### src/shared/mrd_pkg.sv
// package with constants and carrier types for the module register block decoder
package mrd_pkg;
  localparam int unsigned ADDR_W = 24;
  localparam int unsigned DATA_W = 16;
  localparam int unsigned OFFS_W = 12;
  localparam logic [11:0] BASE_LOW_HI  = 12'h7FF;
  localparam logic [11:0] BASE_HIGH_HI = 12'hFFF;
  localparam logic [11:0] CFG_OFFSET   = 12'h000;
  localparam logic [11:0] PRIV_OFFSET  = 12'h002;
  localparam int unsigned MAP_SEL_POS  = 6;
  localparam logic        MAP_SEL_RST  = 1'b1;
  localparam logic [15:0] PRIV_RST     = 16'h0000;
  localparam logic [15:0] CFG_RST      = 16'h0040;
  // supervisor-only offset classes of the register map
  localparam logic [11:0] SUP_LOW_END    = 12'h00A;
  localparam logic [11:0] SUP_SINGLE_A   = 12'h016;
  localparam logic [11:0] SUP_SINGLE_B   = 12'h01E;
  localparam logic [11:0] SUP_SYS_FIRST  = 12'h020;
  localparam logic [11:0] SUP_SYS_LAST   = 12'h02C;
  localparam logic [11:0] SUP_TEST_FIRST = 12'h030;
  localparam logic [11:0] SUP_TEST_LAST  = 12'h038;
  localparam logic [11:0] SUP_HIGH_FIRST = 12'h044;
  // reset values of the decoded select and address-line registers
  localparam logic [11:0] SEL_OFFSET_RST = 12'h000;
  localparam logic [15:0] SEL_WDATA_RST  = 16'h0000;
  localparam logic [3:0]  EXT_HI_RST     = 4'h0;

  typedef struct packed {
    logic              valid;
    logic              write;
    logic              supervisor;
    logic [ADDR_W-1:0] addr;
    logic [DATA_W-1:0] wdata;
  } mrd_req_type;

  typedef struct packed {
    logic              ack;
    logic              err;
    logic [DATA_W-1:0] rdata;
  } mrd_rsp_type;
endpackage : mrd_pkg

### src/core/mrd_decode.sv
// address decode and access control for the module control register block
//
// Summary of operation
// decode one 4-Kbyte region holding control registers of all modules
// map-select zero: respond at 7FF000 through 7FFFFF
// map-select one: respond at FFF000 through FFFFFF
// map-select resets to one; only first write after reset takes effect
// init software writes one to map-select in its single write
// narrow-core parts: address lines 23:20 copy line 19 unless driven
// narrow core with map-select cleared: block unreachable until reset
// supervisor-only registers accept only supervisor-level accesses
// supervisor-or-user registers have programmable privilege level
// narrow-core master presents every access at supervisor level
// offsets relative to base whose top bits come from map-select
// internal bus carries 24 address and 16 data lines
// select by comparing bits 23:12 with 7FF or FFF; 11:0 is offset
`timescale 1ns/1ps
module mrd_decode (
  // clock and reset
  input  wire logic                mclk,
  input  wire logic                nrst,
  // variant strap: high on parts with the 16-bit core
  input  wire logic                narrow_core,
  // external address drive for lines 23:20
  input  wire logic                ext_hi_drive,
  input  wire logic [3:0]          ext_hi_addr,
  // intermodule bus request and answer
  input  wire mrd_pkg::mrd_req_type bus_req,
  output mrd_pkg::mrd_rsp_type      bus_rsp,
  // decoded register access toward the modules
  output logic                     sel_valid,
  output logic                     sel_write,
  output logic [11:0]              sel_offset,
  output logic [15:0]              sel_wdata,
  input  wire logic [15:0]         sel_rdata,
  input  wire logic                sel_user_ok,
  // state shown to the rest of the chip
  output logic                     map_select_bit,
  output logic [3:0]               ext_addr_hi
);

  logic        map_sel_reg, map_sel_next;
  logic        map_wr_done_reg, map_wr_done_next;
  logic [15:0] priv_reg, priv_next;
  mrd_pkg::mrd_rsp_type rsp_reg, rsp_next;
  logic        sel_valid_reg, sel_valid_next;
  logic        sel_write_reg, sel_write_next;
  logic [11:0] sel_offset_reg, sel_offset_next;
  logic [15:0] sel_wdata_reg, sel_wdata_next;
  logic [3:0]  ext_hi_reg, ext_hi_next;

  logic [23:0] eff_addr;
  logic        hit;
  logic [11:0] offs;
  logic        priv_ok;

  // supervisor-only classed registers: offsets below 0x0A, 0x16, 0x1E, 0x20-0x2C,
  // 0x30-0x38 and from 0x44 up; everything else in this map is programmable
  function automatic logic is_super_only(input logic [11:0] o);
    is_super_only = (o < mrd_pkg::SUP_LOW_END) ||
                    (o == mrd_pkg::SUP_SINGLE_A) ||
                    (o == mrd_pkg::SUP_SINGLE_B) ||
                    ((o >= mrd_pkg::SUP_SYS_FIRST) && (o <= mrd_pkg::SUP_SYS_LAST)) ||
                    ((o >= mrd_pkg::SUP_TEST_FIRST) && (o <= mrd_pkg::SUP_TEST_LAST)) ||
                    (o >= mrd_pkg::SUP_HIGH_FIRST);
  endfunction : is_super_only

  // effective address: narrow core mirrors line 19 onto 23:20
  always_comb begin
    eff_addr = bus_req.addr;
    if (narrow_core) begin
      eff_addr[23:20] = {4{bus_req.addr[19]}};
    end
  end

  always_comb begin
    offs = eff_addr[11:0];
    hit  = eff_addr[23:12] == (map_sel_reg ? mrd_pkg::BASE_HIGH_HI
                                           : mrd_pkg::BASE_LOW_HI);
    // narrow core in low map: mirrored lines can never reach 7FF; see
    if (narrow_core && !map_sel_reg) begin
      hit = 1'b0;
    end
    if (narrow_core || bus_req.supervisor) begin
      priv_ok = 1'b1;
    end else if (is_super_only(offs)) begin
      priv_ok = 1'b0;
    end else begin
      priv_ok = !priv_reg[0] && sel_user_ok;
    end
  end

  always_comb begin
    map_sel_next     = map_sel_reg;
    map_wr_done_next = map_wr_done_reg;
    priv_next        = priv_reg;
    rsp_next         = '0;
    sel_valid_next   = 1'b0;
    sel_write_next   = 1'b0;
    sel_offset_next  = sel_offset_reg;
    sel_wdata_next   = sel_wdata_reg;
    if (bus_req.valid) begin
      rsp_next.ack = 1'b1;
      if (!hit || !priv_ok) begin
        rsp_next.err = 1'b1;
      end else begin
        sel_valid_next  = 1'b1;
        sel_write_next  = bus_req.write;
        sel_offset_next = offs;
        sel_wdata_next  = bus_req.wdata;
        if (bus_req.write && offs == mrd_pkg::CFG_OFFSET) begin
          if (!map_wr_done_reg) begin
            map_sel_next = bus_req.wdata[mrd_pkg::MAP_SEL_POS];
          end
          map_wr_done_next = 1'b1;
        end
        if (bus_req.write && offs == mrd_pkg::PRIV_OFFSET) begin
          priv_next = bus_req.wdata;
        end
        if (!bus_req.write) begin
          if (offs == mrd_pkg::CFG_OFFSET) begin
            rsp_next.rdata = mrd_pkg::CFG_RST;
            rsp_next.rdata[mrd_pkg::MAP_SEL_POS] = map_sel_reg;
          end else if (offs == mrd_pkg::PRIV_OFFSET) begin
            rsp_next.rdata = priv_reg;
          end else begin
            rsp_next.rdata = sel_rdata;
          end
        end
      end
    end
  end

  always_ff @(posedge mclk or negedge nrst) begin
    if (!nrst) begin
      map_sel_reg     <= mrd_pkg::MAP_SEL_RST;
      map_wr_done_reg <= 1'b0;
      priv_reg        <= mrd_pkg::PRIV_RST;
      rsp_reg         <= '0;
      sel_valid_reg   <= 1'b0;
      sel_write_reg   <= 1'b0;
      sel_offset_reg  <= mrd_pkg::SEL_OFFSET_RST;
      sel_wdata_reg   <= mrd_pkg::SEL_WDATA_RST;
    end else begin
      map_sel_reg     <= map_sel_next;
      map_wr_done_reg <= map_wr_done_next;
      priv_reg        <= priv_next;
      rsp_reg         <= rsp_next;
      sel_valid_reg   <= sel_valid_next;
      sel_write_reg   <= sel_write_next;
      sel_offset_reg  <= sel_offset_next;
      sel_wdata_reg   <= sel_wdata_next;
    end
  end

  // high address lines: wide parts pass the bus, narrow parts mirror line 19 unless ext_hi_drive selects ext_hi_addr
  always_comb begin
    if (!narrow_core) begin
      ext_hi_next = bus_req.addr[23:20];
    end else if (ext_hi_drive) begin
      ext_hi_next = ext_hi_addr;
    end else begin
      ext_hi_next = {4{bus_req.addr[19]}};
    end
  end

  always_ff @(posedge mclk or negedge nrst) begin
    if (!nrst) begin
      ext_hi_reg <= mrd_pkg::EXT_HI_RST;
    end else begin
      ext_hi_reg <= ext_hi_next;
    end
  end

  assign bus_rsp        = rsp_reg;
  assign sel_valid      = sel_valid_reg;
  assign sel_write      = sel_write_reg;
  assign sel_offset     = sel_offset_reg;
  assign sel_wdata      = sel_wdata_reg;
  assign map_select_bit = map_sel_reg;
  assign ext_addr_hi    = ext_hi_reg;

  // checks: map select and block decode
  a_map_write_once: assert property (
    @(posedge mclk) disable iff (!nrst)
    map_wr_done_reg |=> map_sel_reg == $past(map_sel_reg))
    else $error("map select changed after its single write");
  a_done_sticky: assert property (
    @(posedge mclk) disable iff (!nrst)
    map_wr_done_reg |=> map_wr_done_reg)
    else $error("write-once marker dropped before reset");
  a_map_first_write: assert property (
    @(posedge mclk) disable iff (!nrst)
    (bus_req.valid && bus_req.write && hit && priv_ok && !map_wr_done_reg &&
     offs == mrd_pkg::CFG_OFFSET)
    |=> map_sel_reg == $past(bus_req.wdata[mrd_pkg::MAP_SEL_POS]))
    else $error("first config write did not set map select");
  a_map_readback: assert property (
    @(posedge mclk) disable iff (!nrst)
    (bus_req.valid && !bus_req.write && hit && priv_ok && offs == mrd_pkg::CFG_OFFSET)
    |=> bus_rsp.rdata[mrd_pkg::MAP_SEL_POS] == $past(map_sel_reg))
    else $error("config read does not show map select");
  a_hit_high_map: assert property (
    @(posedge mclk) disable iff (!nrst)
    (bus_req.valid && map_sel_reg && !narrow_core && bus_req.supervisor &&
     bus_req.addr[23:12] == 12'hFFF) |=> sel_valid && !bus_rsp.err)
    else $error("high map access not selected");
  a_hit_low_map: assert property (
    @(posedge mclk) disable iff (!nrst)
    (bus_req.valid && !map_sel_reg && !narrow_core && bus_req.supervisor &&
     bus_req.addr[23:12] == 12'h7FF) |=> sel_valid && !bus_rsp.err)
    else $error("low map access not selected");
  a_miss_errs: assert property (
    @(posedge mclk) disable iff (!nrst)
    (bus_req.valid && !narrow_core &&
     bus_req.addr[23:12] != (map_sel_reg ? 12'hFFF : 12'h7FF))
    |=> bus_rsp.ack && bus_rsp.err && !sel_valid)
    else $error("access outside block not refused");
  a_offset_pass: assert property (
    @(posedge mclk) disable iff (!nrst)
    (bus_req.valid && hit && priv_ok) |=> sel_offset == $past(bus_req.addr[11:0]))
    else $error("offset not taken from low address bits");
  a_narrow_lockout: assert property (
    @(posedge mclk) disable iff (!nrst)
    (bus_req.valid && narrow_core && !map_sel_reg) |=> bus_rsp.err)
    else $error("narrow core reached block with low map");
  a_narrow_high_hit: assert property (
    @(posedge mclk) disable iff (!nrst)
    (bus_req.valid && narrow_core && map_sel_reg && bus_req.addr[19:12] == 8'hFF)
    |=> sel_valid && !bus_rsp.err)
    else $error("mirrored narrow address not decoded");

  // checks: answer and select pipeline
  a_ack_each_req: assert property (
    @(posedge mclk) disable iff (!nrst)
    bus_req.valid |=> bus_rsp.ack)
    else $error("request not acknowledged in the next cycle");
  a_ack_only_req: assert property (
    @(posedge mclk) disable iff (!nrst)
    !bus_req.valid |=> !bus_rsp.ack && !sel_valid)
    else $error("answer or select without a request");
  a_err_needs_ack: assert property (
    @(posedge mclk) disable iff (!nrst)
    bus_rsp.err |-> bus_rsp.ack)
    else $error("error shown without acknowledge");
  a_sel_no_err: assert property (
    @(posedge mclk) disable iff (!nrst)
    sel_valid |-> bus_rsp.ack && !bus_rsp.err)
    else $error("select raised on a refused access");
  a_write_data_pass: assert property (
    @(posedge mclk) disable iff (!nrst)
    (bus_req.valid && bus_req.write)
    |=> bus_rsp.err || (sel_write && sel_wdata == $past(bus_req.wdata)))
    else $error("write not passed to the modules");
  a_read_no_write: assert property (
    @(posedge mclk) disable iff (!nrst)
    (bus_req.valid && !bus_req.write) |=> !sel_write)
    else $error("read turned into a write");
  a_module_read: assert property (
    @(posedge mclk) disable iff (!nrst)
    (bus_req.valid && !bus_req.write && hit && priv_ok &&
     offs != mrd_pkg::CFG_OFFSET && offs != mrd_pkg::PRIV_OFFSET)
    |=> bus_rsp.rdata == $past(sel_rdata))
    else $error("module read data not returned");

  // checks: privilege
  a_super_only: assert property (
    @(posedge mclk) disable iff (!nrst)
    (bus_req.valid && !narrow_core && !bus_req.supervisor && is_super_only(offs))
    |=> !sel_valid)
    else $error("user access reached supervisor register");
  a_user_gate: assert property (
    @(posedge mclk) disable iff (!nrst)
    (bus_req.valid && hit && !narrow_core && !bus_req.supervisor &&
     !is_super_only(offs) && priv_reg[0]) |=> bus_rsp.err)
    else $error("user access allowed while restricted");
  a_user_open: assert property (
    @(posedge mclk) disable iff (!nrst)
    (bus_req.valid && hit && !narrow_core && !bus_req.supervisor &&
     !is_super_only(offs) && !priv_reg[0] && sel_user_ok) |=> sel_valid)
    else $error("permitted user access refused");
  a_priv_write: assert property (
    @(posedge mclk) disable iff (!nrst)
    (bus_req.valid && bus_req.write && hit && priv_ok && offs == mrd_pkg::PRIV_OFFSET)
    |=> priv_reg == $past(bus_req.wdata))
    else $error("privilege register write lost");
  a_priv_hold: assert property (
    @(posedge mclk) disable iff (!nrst)
    !(bus_req.valid && bus_req.write && hit && priv_ok && offs == mrd_pkg::PRIV_OFFSET)
    |=> priv_reg == $past(priv_reg))
    else $error("privilege register changed without a write");

  // checks: high address lines
  a_mirror_hi: assert property (
    @(posedge mclk) disable iff (!nrst)
    (narrow_core && !ext_hi_drive) |=> ext_addr_hi == {4{$past(bus_req.addr[19])}})
    else $error("high address lines do not follow line 19");
  a_ext_drive: assert property (
    @(posedge mclk) disable iff (!nrst)
    (narrow_core && ext_hi_drive) |=> ext_addr_hi == $past(ext_hi_addr))
    else $error("external drive of high lines ignored");
  a_wide_hi_pass: assert property (
    @(posedge mclk) disable iff (!nrst)
    !narrow_core |=> ext_addr_hi == $past(bus_req.addr[23:20]))
    else $error("wide part high lines do not follow the bus");

  c_high_write: cover property (@(posedge mclk) disable iff (!nrst)
    bus_req.valid && bus_req.write && hit && offs == mrd_pkg::CFG_OFFSET);
  c_low_map: cover property (@(posedge mclk) disable iff (!nrst)
    !map_sel_reg ##1 sel_valid);
  c_user_refused: cover property (@(posedge mclk) disable iff (!nrst)
    bus_req.valid && hit && !priv_ok);
  c_map_ignored: cover property (@(posedge mclk) disable iff (!nrst)
    bus_req.valid && bus_req.write && hit && offs == mrd_pkg::CFG_OFFSET && map_wr_done_reg);
  c_narrow_locked: cover property (@(posedge mclk) disable iff (!nrst)
    bus_req.valid && narrow_core && !map_sel_reg);

endmodule : mrd_decode

### config.mk
export PLATFORM = sky130hd
export DESIGN_NAME = mrd_decode
export DESIGN_NICKNAME = d
export VERILOG_FILES = /design/src/shared/mrd_pkg.sv /design/src/core/mrd_decode.sv
export SDC_FILE = /design/constraint.sdc
export NUM_CORES = 1
export LEC_CHECK = 0
export ABC_AREA = 1
export ABC_CLOCK_PERIOD_IN_PS = 2100
export BUFFER_PORTS_ARGS = -buffer_cell sky130_fd_sc_hd__buf_2
export CAP_MARGIN = 25
export CORE_MARGIN = 8
export CORE_UTILIZATION = 50
export CTS_BUF_LIST = sky130_fd_sc_hd__clkbuf_8
export CTS_CLUSTER_SIZE = 10
export DETAILED_ROUTE_END_ITERATION = 8
export PLACE_DENSITY = 0.81
export SLEW_MARGIN = 30
export SYNTH_ARGS = -nofsm -noshare
export SYNTH_HDL_FRONTEND = slang
export SYNTH_SLANG_ARGS = --single-unit
export TNS_END_PERCENT = 20
### constraint.sdc
create_clock -name mclk -period 2.1 [get_ports mclk]
set_clock_uncertainty 0.15 [all_clocks]
set_input_delay 0.21 -clock mclk [delete_from_list [all_inputs] [get_ports mclk]]
set_output_delay 0.21 -clock mclk [all_outputs]
set_load 0.03 [all_outputs]
## Word-level counts from Yosys, hierarchy flattened

Cells that the tools add are included.

- Register bits after elaboration: 70
- Bits of input ports: 68
- Word-level logic and storage cells: 62

- Order comparisons: 6
- Equal/unequal tests: 4
- Muxes and demuxes: 17
- Bitwise operators: 2
- Reductions and logical operators: 22

Operators with widths:

| operator | count |
|---|---|
| $mux 16 | 4 |
| $eq 12x5->1 const B | 2 |
| $ge 12x6->1 const B | 2 |
| $le 12x6->1 const B | 2 |
| $mux 18 | 1 |
| $eq 12x12->1 | 1 |
| $eq 12x2->1 const B | 1 |
| $ge 12x7->1 const B | 1 |
| $logic_not 12->1 | 1 |
| $lt 12x4->1 const B | 1 |
| $mux 12 | 1 |
| $mux 4 | 3 |
| $mux 1 | 8 |
| $logic_or 1x1->1 | 7 |
| $logic_and 1x1->1 | 6 |
| $reduce_and 3->1 | 2 |
| $logic_not 1->1 | 4 |
| $reduce_and 4->1 | 1 |
| $not 1->1 | 2 |
| $reduce_and 2->1 | 1 |

## Longest topological paths before layout

Gate-level depths: netlist (run 1).

- Depth in word-level cells: 12
- Depth in mapped cells: 12

## Least setup slack after synthesis (run 1)

OpenSTA, ideal clock, no wires.

- Kind: flip-flop to flip-flop
- Start: register map_sel_reg, in the netlist map_select_bit
- End: register priv_reg[6]
- Data arrival time: 1.541 ns
- Required time: 1.832 ns
- Setup slack: 0.291 ns
- Stages on the path, launching flop included: 9
- Path buffers: 1
- Clock period less this slack: 1.809 ns
- Path through: dfstp_2 > inv_1 > xor2_1 > nand4_1 > inv_1 > nand4_4 > buf_6 > nand2_1 > nand2_1

- Cells in the longest elaborated chain, start to end: 7
- Elaborated cells on any way between the ends: 9
- Classes of those cells: eq/ne: 1; mux: 2; bitwise: 1; reduce/logical: 5

Ends and longest elaborated chain:

| what | line | source |
|---|---|---|
| from (decl) | mrd_decode.sv:42 | `logic map_sel_reg, map_sel_next;` |
| from (signal assigned) | mrd_decode.sv:136 | `map_sel_reg <= mrd_pkg::MAP_SEL_RST;` |
| from (signal assigned) | mrd_decode.sv:145 | `map_sel_reg <= map_sel_next;` |
| $mux 12 / $logic_not 1->1 (equally long branches) | mrd_decode.sv:78, mrd_decode.sv:81 |  |
| $eq 12x12->1 / $logic_and 1x1->1 (equally long branches) | mrd_decode.sv:78, mrd_decode.sv:81 |  |
| $mux 1 * | mrd_decode.sv:81 | `if (narrow_core && !map_sel_reg) begin` |
| $logic_not 1->1 * | mrd_decode.sv:104 | `if (!hit \|\| !priv_ok) begin` |
| $logic_or 1x1->1 * | mrd_decode.sv:104 |  |
| $not 1->1 (no line) * | n/a |  |
| $reduce_and 3->1 (no line) * | n/a |  |
| to (signal assigned) | mrd_decode.sv:138 | `priv_reg <= mrd_pkg::PRIV_RST;` |
| to (signal assigned) | mrd_decode.sv:147 | `priv_reg <= priv_next;` |
| to (decl) | mrd_decode.sv:44 | `logic [15:0] priv_reg, priv_next;` |

Mark *: on every way between the ends. The rest lies on a longest branch, timed or not.
A chain may end at the register's enable or synchronous reset.

## Final worst setup path (run 1)

- Start: input port bus_req[23] (netlist bit)
- End: register priv_reg[0]

- Cells in the longest elaborated chain, start to end: 12
- Elaborated cells on any way between the ends: 23
- Classes of those cells: order compare: 6; eq/ne: 3; mux: 2; bitwise: 1; reduce/logical: 11

Ends and longest elaborated chain:

| what | line | source |
|---|---|---|
| from (decl) | mrd_decode.sv:28 | `input wire mrd_pkg::mrd_req_type bus_req,` |
| $lt 12x4->1 / $eq 12x5->1 (equally long branches) | mrd_decode.sv:60, mrd_decode.sv:61 |  |
| $logic_or 1x1->1 | mrd_decode.sv:60 | `is_super_only = (o < mrd_pkg::SUP_LOW_END) \|\|` |
| $logic_or 1x1->1 | mrd_decode.sv:61 | `(o == mrd_pkg::SUP_SINGLE_A) \|\|` |
| $logic_or 1x1->1 | mrd_decode.sv:62 | `(o == mrd_pkg::SUP_SINGLE_B) \|\|` |
| $logic_or 1x1->1 | mrd_decode.sv:63 | `((o >= mrd_pkg::SUP_SYS_FIRST) && (o <= mrd_pkg::SUP_SYS_LAST)) \|\|` |
| $logic_or 1x1->1 | mrd_decode.sv:64 | `((o >= mrd_pkg::SUP_TEST_FIRST) && (o <= mrd_pkg::SUP_TEST_LAST)) \|\|` |
| $mux 1 | mrd_decode.sv:86 | `end else if (is_super_only(offs)) begin` |
| $mux 1 | mrd_decode.sv:84 | `if (narrow_core \|\| bus_req.supervisor) begin` |
| $logic_not 1->1 | mrd_decode.sv:104 |  |
| $logic_or 1x1->1 | mrd_decode.sv:104 |  |
| $not 1->1 (no line) | n/a |  |
| $reduce_and 3->1 (no line) * | n/a |  |

Marked as above.

==> metrics.md, run 1 <==
| Metric | Value |
|---|---|
| Most frequent cell after synthesis | nand2_1 |
| Reg-to-reg critical path startpoint | map_select_bit |
| Total GRT Usage | 20.7% |
| Synth warn | 0 |
| Largest net degree at the start of global routing | 35 |
| Outcome | finished, final reports clean |
| Via density | 5.05 |
| Detailed Routing Iterations Pass 1 | 6 |
| Antenna viol nets, final | 0 |
| Synthesized flop and latch total | 70 |
| Layout cell share with drive strength beyond 1 | 31.6% |
| Pins over their slew limit | 0 |
| Synth Area in Compound Gates | 5.13% |
| Max Freq | 505 MHz |
| Hold depth | 3 |
| CTS clk-pin slew, worst paths | 0.07 ns |
| Mapped cell area | 3120 um^2 |
| Antenna violations before repair | 0 |
| Library cells used by synthesis | 30 |
| Seq/Total Area, Yosys | 56.2% |
| Setup TNS | 0 ns |
| Placed Area | 3790 um^2 |
| Routed WL | 8880 um |
| WS Path Type | in2reg |
| Post-synth EDFFs | 0 |
| Wire per inst | 15.3 um |
| Dpl hpwl | 6360 um |
| Most common library cells after synthesis | 123 x nand2_1, 69 x dfrtp_1, 34 x nor2_1, 21 x nand4_1, 16 x inv_1 |
| Vias | 2935 |
| Synth Area in XOR/XNOR | 0.281% |
| Worst Hold Slack | 0.00346 ns |
| # H-tree levels | 3 |
| Area growth syn-to-layout | 39.2% |
| Ys async rst share | 100% |
| Vias in the first global route | 3077 |
| CTS tree | built |
| Final setup viols | 0 |
| Ant diodes | 0 |
| Die Wd | 95.0 um |
| Die area | 9020 um^2 |
| Final hold violations | 0 |
| Post-route insts no fill | 581 |
| Post-synth top area cell | dfrtp_1 |
| PwrDens | 603 nW/um^2 |
| Worst setup EP type | flop |
| Hold Path Class | in2reg |
| CP arrival | 2.05 ns |
| Largest family of logic cells by synthesized area | simple AND/OR/NAND/NOR gates |
| CP Max Fanout | 16 |
| Starting Density | 52.1% |
| Post-Synth Adder-Cell Area | 0% |
| Clock tree buffer depth | 2 |
| Num CTS Buffers | 9 |
| End of the worst hold path | bus_rsp[7] |
| Post-Syn Area per Cell | 9.12 um^2 |
| Post-Place Setup Slack | 0.253 ns |
| # IOs | 121 |
| Prevailing post-synth register cell | dfrtp_1 |
| Mapped Nets | 410 |
| Final Instance Area | 4340 um^2 |
| Total power | 2.62 mW |
| Worst slew pin tran | 0.394 ns |
| R2R depth | 7 |
| Synth Area in Simple Gates | 28.2% |
| Crit share post-route | 94.3% |
| Gr ovfl total | 0 |
| Initial DRC count | 160 |
| Largest cells by area after synthesis | dfrtp_1 55%, nand2_1 15%, mux2i_1 4.8% |
| Die height | 95.0 um |
| MaxCap Viol Count | 0 |
| Number of flip-flops in the largest register | 18 |
| Reg-to-reg endpoint | priv_reg[0] |
| Final nets | 569 |
| Hold Path Origin | sel_rdata[7] |
| P_leak | 2.59 nW |
| Row count | 28 |
| Reg2reg setup slack | 0.17 ns |
| GPL Wtd Cong | 0.940 |
| Cell count after synthesis | 342 |
| Clock root cell | clkbuf_8 |
| Final Core Density | 72.5% |
| Relative slew slack | 73.7% |
| IO Port Bufs | 120 |
| Drt drc | 0 |
| Core box area | 5990 um^2 |
| Multiplexer share of the synthesized area | 4.81% |
| Share of the synthesized area in the top cell type | 55.4% |
| Global-route wire length before repair | 14800 um |
| Placed Cells incl. Taps | 531 |
| VDD IR-drop max | 0.000387 V |
| CTS Sinks | 70 |
| Final worst setup slack | 0.120 ns |
| Clk_lat worst skew | 0.33 ns |
| Startpoint types | primary input |
| Tmin final | 1.98 ns |
| Critical Path RT | 2.17 ns |
-- worst max-delay path, cell delays in order --
cell	delay [ns]
dlygate4sd3_1	0.54
buf_2	0.14
nor2_1	0.14
inv_1	0.09
nor2_4	0.12
nand3_2	0.10
nor3_4	0.21
nand4_4	0.27
nand2_1	0.16
nand2_1	0.07
-- report_power, final --
part           internal [mW]  total (mW)  leakage, nW  switching (mW)
clock network          0.510       0.974        0.108           0.465
registers               1.36        1.36        0.956         0.00427
logic                  0.124       0.281         1.53           0.157
total                   1.99        2.62         2.59           0.626
-- final cells by class --
| cell class | count | area [um^2] |
|---|---|---|
| flip-flops and latches | 70 | 1750 |
| fillers | 416 | 1650 |
| multi-input cells | 239 | 1210 |
| repair buffers | 161 | 1030 |
| clock buffers | 12 | 165 |
| well taps | 75 | 93.8 |
| inverters | 20 | 77.6 |
| clock inverters | 4 | 15.0 |
-- cells in the final DEF (no fill, tap or decap) --
| master | instances |
|---|---|
| a21oi_1 | 7 |
| a21oi_2 | 1 |
| a21oi_4 | 1 |
| a22oi_1 | 1 |
| buf_12 | 2 |
| buf_2 | 120 |
| buf_4 | 4 |
| buf_6 | 1 |
| buf_8 | 1 |
| clkbuf_8 | 12 |
| dfrtp_1 | 69 |
| dfstp_2 | 1 |
| dlygate4sd3_1 | 33 |
| inv_1 | 20 |
| inv_2 | 3 |
| inv_4 | 1 |
| mux2i_1 | 15 |
| nand2_1 | 122 |
| nand2_2 | 2 |
| nand2_4 | 2 |
| nand3_1 | 6 |
| nand3_2 | 2 |
| nand3_4 | 1 |
| nand4_1 | 21 |
| nand4_4 | 1 |
| nor2_1 | 34 |
| nor2_2 | 2 |
| nor2_4 | 2 |
| nor3_4 | 1 |
| o211a_1 | 1 |
| o211ai_1 | 1 |
| o21ai_0 | 14 |
| o21ai_1 | 1 |
| xor2_1 | 1 |
-- layer usage --
layer  wire length [um]  track usage (%)  up-vias
li1                   -                -     1427
met1               3700             26.4     1373
met2               4330             32.6      112
met3                635             5.63       23
met4                216             8.58        0
met5                  0                0        -
-- worst max path at each step --
stage                   startpoint  slack, ns             to  cells past startpoint
floorplan           map_select_bit       0.29    priv_reg[6]                      8
global placement    map_select_bit       0.31    priv_reg[5]                      6
detailed placement  map_select_bit       0.25   priv_reg[13]                      7
CTS                    bus_req[27]       0.06  sel_wdata[14]                     14
global route        map_select_bit      -0.02   priv_reg[13]                      7
finish                 bus_req[23]       0.12    priv_reg[0]                     10
-- kinds of logic after synthesis --
group,count (synthesis)
DFF,70
xor gates and xnor gates,1
muxes,15
AOI/OAI and AO/OA,27
buffers and inverters,33
and+or+nand+nor,196
-- what timing repair did --
action                                 CTS  global route
setup buffers                            0             1
endpoints found under the hold margin   84             0
hold buffers                            33             0
setup endpoints to repair                0            53
resized for setup                        0             7
(Power assumes the default switching activity.)
==> run 2: changes to the inputs <==
--- a/config.mk
+++ b/config.mk
@@ -9,12 +9,10 @@
 export ABC_CLOCK_PERIOD_IN_PS = 2100
 export BUFFER_PORTS_ARGS = -buffer_cell sky130_fd_sc_hd__buf_2
 export CAP_MARGIN = 25
-export CORE_MARGIN = 8
-export CORE_UTILIZATION = 50
-export CTS_BUF_LIST = sky130_fd_sc_hd__clkbuf_8
+export CORE_UTILIZATION = 49
 export CTS_CLUSTER_SIZE = 10
 export DETAILED_ROUTE_END_ITERATION = 8
-export PLACE_DENSITY = 0.81
+export PLACE_DENSITY = 0.79
 export SLEW_MARGIN = 30
 export SYNTH_ARGS = -nofsm -noshare
 export SYNTH_HDL_FRONTEND = slang
==> metrics.md, run 2 (synthesized netlist as in run 1, its figures left out) <==
| Metric | Value |
|---|---|
| End of the worst hold path | bus_rsp[1] |
| Die Wd | 81.8 um (-14%) |
| Worst slew pin tran | 0.410 ns (+0.0157 ns) |
| Post-Place Setup Slack | 0.243 ns (-0.0102 ns) |
| Worst setup EP type | flop |
| P_leak | 2.58 nW (-0.42%) |
| Clock power frac | 41.5% (+4.3 points) |
| Outcome | finished, final reports clean |
| Final setup viols | 0 (unchanged) |
| VDD IR-drop max | 0.000436 V (+13%) |
| Antenna violations before repair | 0 (unchanged) |
| CTS clk-pin slew, worst paths | 0.08 ns (about the same) |
| Hold Path Origin | sel_rdata[1] |
| Placed Area | 3780 um^2 (-0.20%) |
| GPL Wtd Cong | 0.888 (-5.6%) |
| Max Freq | 512 MHz (+1.4%) |
| Final worst setup slack | 0.147 ns (+0.0271 ns) |
| Wire per inst | 13.7 um (-11%) |
| Tmin final | 1.95 ns (-0.0271 ns) |
| Hold Path Class | in2reg |
| Startpoint types | primary input |
| WS Path Type | in2reg |
| Critical Path RT | 2.23 ns (+0.06 ns) |
| RSZ-0062 raised after global routing | false |
| Commonest non-fill, non-tap cell in the layout | nand2_1 |
| Routed WL | 7920 um (-11%) |
| Vias | 2908 (-0.92%) |
| Layout cell share with drive strength beyond 1 | 31.9% (+0.26 points) |
| Relative slew slack | 72.6% (-1.1 points) |
| Cell internal pwr | 2.15 mW (+7.8%) |
| Clock tree buffer depth | 2 (unchanged) |
| Global-route wire length before repair | 12900 um (-13%) |
| Detailed Routing Iterations Pass 1 | 5 (-1) |
| Setup crit start | bus_req[27] |
| # H-tree levels | 3 (unchanged) |
| Total power | 2.81 mW (+7.1%) |
| Pins over their slew limit | 0 (unchanged) |
| Reg2reg setup slack | 0.29 ns (+0.12 ns) |
| CP arrival | 2.08 ns (+0.03 ns) |
| Reg-to-reg endpoint | priv_reg[15] |
| Reg-to-reg critical path startpoint | map_select_bit |
| Dpl hpwl | 5580 um (-12%) |
| Final hold violations | 0 (unchanged) |
| # IOs | 121 (unchanged) |
| Largest net degree at the start of global routing | 71 (+100%) |
| Via density | 5.01 (-0.75%) |
| Hold depth | 3 (unchanged) |
| Crit share post-route | 93.0% (-1.3 points) |
| MaxCap Viol Count | 0 (unchanged) |
| CP Max Fanout | 19 (+3) |
| Initial DRC count | 138 (-14%) |
| Antenna viol nets, final | 0 (unchanged) |
| PwrDens | 642 nW/um^2 (+6.5%) |
| Placed Cells incl. Taps | 530 (-0.19%) |
| Sw power | 0.657 mW (+5.0%) |
| Reg power frac | 48.6% (-3.5 points) |
| # fillers | 460 (+11%) |
| CTS tree | built |
| CTS Sinks | 70 (unchanged) |
| IO Port Bufs | 120 (unchanged) |
| Total GRT Usage | 26.1% (+5.4 points) |
| Final Instance Area | 4370 um^2 (+0.63%) |
| Commonest cells after routing, fill and taps aside | 123 x nand2_1, 120 x buf_2, 69 x dfrtp_1 |
| R2R depth | 7 (unchanged) |
| Vias in the first global route | 2814 (-8.5%) |
| Die area | 6690 um^2 (-26%) |
| Comb pwr share | 9.9% (-0.8 points) |
| Sw frac | 23.4% (-0.48 points) |
| Clock root cell | clkbuf_8 |
| Starting Density | 51.8% (-0.30 points) |
| Area growth syn-to-layout | 40.1% |
| Setup TNS | 0 ns (unchanged) |
| Number of flip-flops in the largest register | 18 (unchanged) |
| Gr ovfl total | 0 (unchanged) |
| Final nets | 568 (-0.18%) |
| Drt drc | 0 (unchanged) |
| Core box area | 6030 um^2 (+0.58%) |
| Row count | 28 (unchanged) |
| Post-route insts no fill | 580 (-0.17%) |
| Ant diodes | 0 (unchanged) |
| Die height | 81.8 um (-14%) |
| Clk_lat worst skew | 0.33 ns (about the same) |
| Num CTS Buffers | 9 (unchanged) |
## run 2: changes by cell type in the layout (fill, tap and decap cells not counted)
| cell | before | now |
|---|---|---|
| buf_4 | 4 | 2 |
| buf_6 | 1 | 2 |
| bufinv_16 | 0 | 2 |
| clkbuf_1 | 0 | 1 |
| clkbuf_8 | 12 | 9 |
| clkinv_2 | 0 | 2 |
| clkinv_4 | 0 | 1 |
| clkinvlp_4 | 0 | 1 |
| inv_1 | 20 | 16 |
| nand2_1 | 122 | 123 |
| nand2_2 | 2 | 1 |
## run 2: metal layers
metal / wire length (um) / vias to the layer above / track usage (%) / part of all wire, %
met1: 3610 / 1387 / 35.0 / 46
met3: 356 / 10 / 4.22 / 4.5
met4: 89 / 0 / 10.5 / 1.1
met5: 0 / - / 0 / 0
met2: 3870 / 83 / 42.1 / 49
li1: - / 1428 / - / -
## run 2: worst max-delay path by stage
stage | to | slack (ns) | depth (start not counted)
final | sel_wdata[7] | 0.15 | 14
after global routing | sel_wdata[12] | 0.005 | 13
after global placement | sel_offset[11] | 0.33 | 13
after detailed placement | sel_wdata[14] | 0.24 | 13
after floorplan | priv_reg[6] | 0.29 | 8
after CTS | sel_offset[11] | 0.05 | 14
## run 2: critical path, stage by stage
cell and delay (ns):
dlygate4sd3_1 0.53, buf_2 0.14, nor2_4 0.13, nand2_1 0.07, nor2_1 0.09, nand2_1 0.06, a21oi_2 0.11, nand2_2 0.10
nand2_4 0.10, nand3_4 0.10, inv_4 0.12, buf_8 0.17, nand2_1 0.08, nand2_1 0.06
## run 2: final cells by class
cell class | instances | area, um^2 | share of cell area [%]
Inverter | 20 | 77.6 | 1.77
Multi-Input combinational cell | 239 | 1210 | 27.7
Tap cell | 75 | 93.8 | 2.15
Clock buffer | 10 | 128 | 2.92
Sequential cell | 70 | 1750 | 40.1
Timing Repair Buffer | 160 | 1020 | 23.4
Clock inverter | 6 | 86.3 | 1.98
## run 2: metrics by stage
step	utilization [%]	hold slack, ns
after floorplan	-	-0.236
after global placement	62.7	0.106
after detailed placement	62.7	0.110
after CTS	71.6	0.00139
after global routing	72.5	0.00879
final	72.5	0.0116
## run 2: power by group through the flow
stage          Sequential, mW  Combinational (mW)  Clock, mW
2_1_floorplan            1.42              0.0641          0
3_3_place_gp             1.39               0.224          0
3_5_place_dp             1.39               0.227          0
4_1_cts                  1.36               0.274       1.18
5_1_grt                  1.36               0.305       1.23
6_report                 1.36               0.279       1.17
## run 2: timing repair
| item | CTS | global route |
|---|---|---|
| setup endpoints to repair | 0 | 56 |
| endpoints found under the hold margin | 107 | 1 |
| resized for setup | 0 | 7 |
| hold buffers | 32 | 1 |
| buffers inserted | 0 | 1 |
